[src/design/gpp_pkg.sv]
package gpp_pkg;
   // ************************************************************
   // bus geometry
   // ************************************************************
   localparam int BUS_W = 32;
   localparam int OFS_W = 8;
   localparam int REG_W = 16;
   localparam int LINES_DEF = 8;

   // ************************************************************
   // register byte offsets
   // ************************************************************
   localparam logic [OFS_W-1:0] OFS_DRIVE_EN = 8'h04;
   localparam logic [OFS_W-1:0] OFS_PULL_EN = 8'h08;
   localparam logic [OFS_W-1:0] OFS_RX_EN = 8'h0c;
   localparam logic [OFS_W-1:0] OFS_LEVEL_RD = 8'h10;
   localparam logic [OFS_W-1:0] OFS_DRIVE_LVL = 8'h14;
   localparam logic [OFS_W-1:0] OFS_DRV_HIGH = 8'h18;
   localparam logic [OFS_W-1:0] OFS_DRV_LOW = 8'h1c;
   localparam logic [OFS_W-1:0] OFS_FLIP = 8'h20;

   // ************************************************************
   // reset values and bus codes
   // ************************************************************
   localparam logic [REG_W-1:0] REG_RESET = 16'h0000;
   localparam int HTRANS_ACTIVE_BIT = 1;
   localparam logic HRESP_OKAY = 1'h0;
   localparam logic HREADY_IDLE = 1'h1;
endpackage

[src/design/gpp_in_if.sv]
`timescale 1ns/1ns
interface gpp_in_if #(parameter int W = gpp_pkg::LINES_DEF);
   logic [W-1:0] pin_raw;
   logic [W-1:0] rx_en;
   logic [W-1:0] level;
   modport stage (input pin_raw, input rx_en, output level);
   modport ctrl (output pin_raw, output rx_en, input level);
endinterface

[src/design/gpp_port.sv]
`timescale 1ns/1ns
module gpp_port #(parameter int NUM_LINES = gpp_pkg::LINES_DEF) (
   // clock and reset
   input wire logic clk,
   input wire logic rst,
   // ahb-lite slave
   input wire logic hsel,
   input wire logic [gpp_pkg::BUS_W-1:0] haddr,
   input wire logic [1:0] htrans,
   input wire logic hwrite,
   input wire logic [2:0] hsize,
   input wire logic hready,
   input wire logic [gpp_pkg::BUS_W-1:0] hwdata,
   output logic [gpp_pkg::BUS_W-1:0] hrdata,
   output logic hreadyout,
   output logic hresp,
   // pads
   input wire logic [NUM_LINES-1:0] pad_in,
   output logic [NUM_LINES-1:0] pad_out,
   output logic [NUM_LINES-1:0] pad_oe_n,
   output logic [NUM_LINES-1:0] pad_pull_en,
   output logic [NUM_LINES-1:0] pad_rx_en
);
   import gpp_pkg::*;

   typedef logic [NUM_LINES-1:0] gpp_lines_type;

   // ************************************************************
   // address phase decode
   // ************************************************************
   logic addr_phase;
   logic addr_hit;
   logic wr_req;
   logic rd_req;
   logic [OFS_W-1:0] addr_ofs;

   // only whole-word transfers are expected, so hsize is not decoded
   assign addr_phase = hsel && hready && htrans[HTRANS_ACTIVE_BIT];
   assign addr_hit = (haddr[BUS_W-1:OFS_W] == '0);
   assign addr_ofs = haddr[OFS_W-1:0];
   assign wr_req = addr_phase && hwrite && addr_hit;
   assign rd_req = addr_phase && !hwrite;

   // ************************************************************
   // data phase state
   // ************************************************************
   logic wr_pend_reg;
   logic [OFS_W-1:0] wr_ofs_reg;

   always_ff @(posedge clk or posedge rst) begin
      if (rst) begin
         wr_pend_reg <= 1'h0;
         wr_ofs_reg <= '0;
      end else begin
         wr_pend_reg <= wr_req;
         wr_ofs_reg <= addr_ofs;
      end
   end

   logic sel_den;
   logic sel_pull;
   logic sel_rx;
   logic sel_lvl;
   logic sel_high;
   logic sel_low;
   logic sel_flip;
   logic sel_strobe;
   gpp_lines_type wdata_lines;

   assign sel_den = wr_pend_reg && (wr_ofs_reg == OFS_DRIVE_EN);
   assign sel_pull = wr_pend_reg && (wr_ofs_reg == OFS_PULL_EN);
   assign sel_rx = wr_pend_reg && (wr_ofs_reg == OFS_RX_EN);
   assign sel_lvl = wr_pend_reg && (wr_ofs_reg == OFS_DRIVE_LVL);
   assign sel_high = wr_pend_reg && (wr_ofs_reg == OFS_DRV_HIGH);
   assign sel_low = wr_pend_reg && (wr_ofs_reg == OFS_DRV_LOW);
   assign sel_flip = wr_pend_reg && (wr_ofs_reg == OFS_FLIP);
   assign sel_strobe = sel_high || sel_low || sel_flip;
   assign wdata_lines = hwdata[NUM_LINES-1:0];

   // ************************************************************
   // control registers
   // ************************************************************
   gpp_lines_type drive_enable_reg;
   gpp_lines_type drive_enable_next;
   gpp_lines_type pull_enable_reg;
   gpp_lines_type pull_enable_next;
   gpp_lines_type rx_path_enable_reg;
   gpp_lines_type rx_path_enable_next;
   gpp_lines_type drive_level_reg;
   gpp_lines_type drive_level_next;
   gpp_lines_type pad_oe_n_reg;

   assign drive_enable_next = sel_den ? wdata_lines : drive_enable_reg;
   assign pull_enable_next = sel_pull ? wdata_lines : pull_enable_reg;
   assign rx_path_enable_next = sel_rx ? wdata_lines : rx_path_enable_reg;

   // strobes act on the stored level, so a later read shows the outcome
   assign drive_level_next = sel_lvl ? wdata_lines :
      sel_high ? (drive_level_reg | wdata_lines) :
      sel_low ? (drive_level_reg & ~wdata_lines) :
      sel_flip ? (drive_level_reg ^ wdata_lines) :
      drive_level_reg;

   always_ff @(posedge clk or posedge rst) begin
      if (rst) begin
         drive_enable_reg <= NUM_LINES'(REG_RESET);
         pull_enable_reg <= NUM_LINES'(REG_RESET);
         rx_path_enable_reg <= NUM_LINES'(REG_RESET);
         drive_level_reg <= NUM_LINES'(REG_RESET);
         pad_oe_n_reg <= ~NUM_LINES'(REG_RESET);
      end else begin
         drive_enable_reg <= drive_enable_next;
         pull_enable_reg <= pull_enable_next;
         rx_path_enable_reg <= rx_path_enable_next;
         drive_level_reg <= drive_level_next;
         pad_oe_n_reg <= ~drive_enable_next;
      end
   end

   // ************************************************************
   // input stage
   // ************************************************************
   gpp_in_if #(.W(NUM_LINES)) in_io ();

   // the raw pad goes straight to the stage, which synchronises it first
   assign in_io.pin_raw = pad_in;
   assign in_io.rx_en = rx_path_enable_reg;

   gpp_in_stage #(.W(NUM_LINES)) u_in_stage (
      .clk(clk),
      .rst(rst),
      .io(in_io)
   );

   // ************************************************************
   // read path
   // ************************************************************
   gpp_lines_type rd_lines;
   logic [BUS_W-1:0] rd_word;

   // read mux looks at next values: a read right behind a write sees it
   assign rd_lines = !addr_hit ? '0 :
      (addr_ofs == OFS_DRIVE_EN) ? drive_enable_next :
      (addr_ofs == OFS_PULL_EN) ? pull_enable_next :
      (addr_ofs == OFS_RX_EN) ? rx_path_enable_next :
      (addr_ofs == OFS_LEVEL_RD) ? in_io.level :
      (addr_ofs == OFS_DRIVE_LVL) ? drive_level_next :
      '0;
   assign rd_word = BUS_W'(rd_lines);

   logic [BUS_W-1:0] hrdata_reg;
   logic hreadyout_reg;
   logic hresp_reg;

   always_ff @(posedge clk or posedge rst) begin
      if (rst) begin
         hrdata_reg <= '0;
         hreadyout_reg <= HREADY_IDLE;
         hresp_reg <= HRESP_OKAY;
      end else begin
         hrdata_reg <= rd_req ? rd_word : '0;
         hreadyout_reg <= HREADY_IDLE;
         hresp_reg <= HRESP_OKAY;
      end
   end

   // ************************************************************
   // outputs
   // ************************************************************
   assign hrdata = hrdata_reg;
   assign hreadyout = hreadyout_reg;
   assign hresp = hresp_reg;
   assign pad_out = drive_level_reg;
   assign pad_oe_n = pad_oe_n_reg;
   assign pad_pull_en = pull_enable_reg;
   assign pad_rx_en = rx_path_enable_reg;
endmodule

[src/design/gpp_in_stage.sv]
`timescale 1ns/1ns
module gpp_in_stage #(parameter int W = gpp_pkg::LINES_DEF) (
   // clock and reset
   input wire logic clk,
   input wire logic rst,
   // pin side and level result
   gpp_in_if.stage io
);
   import gpp_pkg::*;

   // ************************************************************
   // synchroniser and gated level register
   // ************************************************************
   logic [W-1:0] sync1_reg;
   logic [W-1:0] sync2_reg;
   logic [W-1:0] level_reg;
   logic [W-1:0] level_next;

   // disabled receive path reads zero whatever the pin does
   assign level_next = sync2_reg & io.rx_en;
   assign io.level = level_reg;

   always_ff @(posedge clk or posedge rst) begin
      if (rst) begin
         sync1_reg <= '0;
         sync2_reg <= '0;
         level_reg <= '0;
      end else begin
         sync1_reg <= io.pin_raw;
         sync2_reg <= sync1_reg;
         level_reg <= level_next;
      end
   end
endmodule

[config.mk]
export PLATFORM = sky130hd
export DESIGN_NAME = gpp_port
export DESIGN_NICKNAME = d
export VERILOG_FILES = /design/src/design/gpp_pkg.sv /design/src/design/gpp_in_if.sv /design/src/design/gpp_port.sv /design/src/design/gpp_in_stage.sv
export SDC_FILE = /design/constraint.sdc
export NUM_CORES = 1
export LEC_CHECK = 0
export BUFFER_PORTS_ARGS = -buffer_cell sky130_fd_sc_hd__buf_4
export CAP_MARGIN = 20
export CORE_UTILIZATION = 40
export DETAILED_ROUTE_END_ITERATION = 10
export GPL_TIMING_DRIVEN = 0
export PLACE_DENSITY_LB_ADDON = 0.2
export SLEW_MARGIN = 30
export SYNTH_ARGS = -nofsm -noshare
export SYNTH_HDL_FRONTEND = slang
export SYNTH_HIERARCHICAL = 1
export SYNTH_SLANG_ARGS = --single-unit
[constraint.sdc]
create_clock -name clk -period 4.1 [get_ports clk]
set_input_delay 0.41 -clock clk [delete_from_list [all_inputs] [get_ports clk]]
set_output_delay 0.41 -clock clk [all_outputs]
set_load 0.03 [all_outputs]
==> metrics.csv <==
stage,metric,value,unit
timing,rsz0062_at_grt,no,
detailed_routing,viasPerCell,5.36,
final_layout,register_area,2040,sq um
detailed_routing,drc,0,
run,maxCapViolations,0,
timing,holdWs,16.3,ps
worst_setup_path,cp.required,4350,ps
worst_setup_path,reg2regPathDepth,8,
clock_network,clock-sinks,81,
clock_network,cts_setup_buffers,0,
final_layout,final_nets,634,
final_layout,layout-drive-gt1-share,0.359,
power,p_sw_frac,0.260,
floorplan,pin_count,148,
synthesis,ys_warn_count,6,
power,power_frac_comb,0.133,
floorplan,die_w,105,microns
hold_path,holdCritPathClass,input port to async pin,
power,powerDensity,327,nW/um^2
clock_network,cts_resized,0,
floorplan,floorplan.initialDensity,0.414,
power,power_frac_seq,0.474,
global_route,grt_pass1_wl,19.6,mm
synthesis,yosys.area.top_type_share,0.428,
worst_setup_path,critPathSlowestCell,nor3_2,
global_route,antenna_found_initial,0,
placement,pre_cts_slack,1350,ps
worst_setup_path,arrival,2710,ps
final_layout,area_growth,28.7,%
worst_setup_path,startpoint_type,input port,
placement,hpwl,9.19,mm
floorplan,die-area,11100,sq um
worst_setup_path,path_class,input port to register,
final_layout,multi_input_area,1940,sq um
worst_setup_path,critical_path.max_stage_delay,560,ps
global_route,grt.overflow.total,0,
clock_network,htree_levels,3,
synthesis,yosysTopAreaCell,dfrtp_1,
synthesis,synthArstFlopShare,1.00,
final_layout,fillers,942,
synthesis,yosysUniqueCellTypes,55,
timing,max_freq,407,MHz
worst_setup_path,reg2reg_slack,1690,ps
synthesis,syn_inst,407,
timing,fin_tns_setup,0,ps
synthesis,synth-seq-cells,81,
timing,worst_pin_slew,841,ps
worst_setup_path,path_cells,buf_4 -> nor2_1 -> nand3_1 -> nor3_2 -> nand3_1 -> o221ai_1 -> a31oi_1,
synthesis,synth-edff-count,0,
detailed_routing,wl_per_cell,18.1,microns
detailed_routing,first_pass_iters,5,
global_route,grt_max_degree,34,
clock_network,cts_buffers,9,
detailed_routing,routed_wirelength,12.3,mm
synthesis,ys_top_cells_by_area,"dfrtp_1 43%, a21oi_1 5.3%, dfstp_2 4.9%, buf_4 4.7%, ha_1 4.7%",
placement,gp_congestion,0.889,
detailed_routing,drt_iter0_drc,263,
power,power_leakage,2.52,nW
timing,fin_crit_sh,0.599,
clock_network,clock_latency,370,ps
global_route,first_global_vias,3661,
worst_setup_path,r2r-start,wr_ofs_reg[4]$_DFF_PP0_,
timing,setup_violations,0,
clock_network,cts_tree,yes,
synthesis,ys.flop_type,dfrtp_1,
timing,timing_hold_violations_final,0,
timing,slew_violations,0,
floorplan,num_rows,37,
synthesis,syn-mean-instance-area,10.5,sq um
final_layout,num_antenna_cells,0,
global_route,grt_usage,0.234,
floorplan,fp.dieH,105,microns
status,outcome,completed,
synthesis,synth_area,4270,sq um
clock_network,path_clk_slew,90,ps
worst_setup_path,regToRegEndpoint,hrdata[4]$_DFF_PP0_,
detailed_routing,antenna_left,0,
synthesis,synth_seq_area_share,0.477,
power,switching_power,468,uW
timing,slew_headroom,0.436,
timing,worst_slack,1640,ps
worst_setup_path,crit_fanout,9,
clock_network,clock_path_buffers,2,
timing,skew,12.0,ps
clock_network,postCtsHoldBufs,0,
power,pwr-share-clk,0.393,
detailed_routing,vias,3626,
placement,port_buffers,93,
power,internal_power,1.33,mW
clock_network,cts-root-buf,clkbuf_8,
worst_setup_path,critPathCaptureType,register,
floorplan,core,10300,sq um
timing,fin_crit,2460,ps
worst_setup_path,path_common_cell,nand3_1,
final_layout,fin_util,0.532,
power,ir_drop,257,uV
cell type report:
type,instances,area share
Tap cell,136,0.0310
Multi-Input combinational cell,280,0.354
Inverter,29,0.0203
Timing Repair Buffer,94,0.131
Clock inverter,7,0.0212
Buffer,41,0.0501
Sequential cell,81,0.371
Clock buffer,9,0.0225
cells in the mapped netlist, drive strengths merged (2+ instances only):
cell type and n:
dfrtp 73, a21oi 45, buf 34, o21ai 30
inv 29, nor2 26, ha 16, nand4 16
mux2 15, and2 10, o221ai 9, dfstp 8
nand2 8, a2bb2oi 7, a41oi 7, clkbuf 7
nor4b 7, o21a 7, o221a 7, o22ai 7
nor3 6, nor4 6, nand3 5, nand2b 3
or4b 3, conb 2, or3 2
cells in the final DEF, fill, tap and decap left out, types with 3 or more instances in the layout:
cell	count
dfstp_2	8
o21ai_1	7
o221ai_1	9
inv_1	26
ha_1	16
conb_1	26
nand2b_1	3
nand4_1	15
nor4_1	4
a21oi_1	45
mux2_2	15
buf_2	4
o22ai_1	7
o21ai_0	23
nor3_1	3
o221a_2	7
bufinv_16	3
buf_4	120
nand3_1	3
o21a_1	7
and2_1	10
nor4b_2	3
clkbuf_1	7
nor2_1	24
clkbuf_8	9
a41oi_1	7
dfrtp_1	73
nand2_1	5
a2bb2oi_1	7
nor4b_1	3
power groups by stage:
stage / Clock (mW) / Sequential (mW) / Combinational (mW)
final: 0.707 / 0.852 / 0.239
after global routing: 0.760 / 0.856 / 0.256
after CTS: 0.724 / 0.852 / 0.238
after detailed placement: 0 / 0.867 / 0.238
after global placement: 0 / 0.866 / 0.232
after floorplan: 0 / 0.886 / 0.116
cell families after synthesis:
kind of cell / after synthesis / share of synthesized area
other cells: 2 / 0.00176
buf+inv: 70 / 0.0900
simple gates: 98 / 0.157
flops: 81 / 0.477
fa+ha+maj: 16 / 0.0469
mux: 16 / 0.0419
compound gates: 124 / 0.185
worst max-delay path: cells and delay by family:
family | cells | cell delay [ps]
simple gates | 4 | 1750
compound gates | 2 | 440
buf+inv | 1 | 120
metrics by stage:
step	power [mW]	cells	cell area [sq um]
after global placement	1.10	660	5230
after CTS	1.81	677	5490
after detailed placement	1.11	661	5250
after global routing	1.87	677	5500
after floorplan	1.00	431	4360
final	1.80	677	5500
how the worst max path moves through the flow:
stage	from	endpoint	slack [ps]	cells after the start
floorplan	wr_ofs_reg[1]$_DFF_PP0_	hrdata[6]$_DFF_PP0_	2110	8
global placement	haddr[1]	hrdata[6]$_DFF_PP0_	1390	7
detailed placement	haddr[1]	hrdata[6]$_DFF_PP0_	1350	7
CTS	wr_ofs_reg[7]$_DFF_PP0_	drive_enable_reg[3]$_DFF_PP0_	1740	7
global route	haddr[1]	hrdata[1]$_DFF_PP0_	1520	7
finish	haddr[1]	hrdata[6]$_DFF_PP0_	1640	7
metal layers:
metal  global-route usage  part of all wire
met1                0.305              0.43
met5                    0                 0
met3               0.0649             0.071
met4               0.0966             0.026
met2                0.366              0.47
Power figures use the tool's default switching activity.
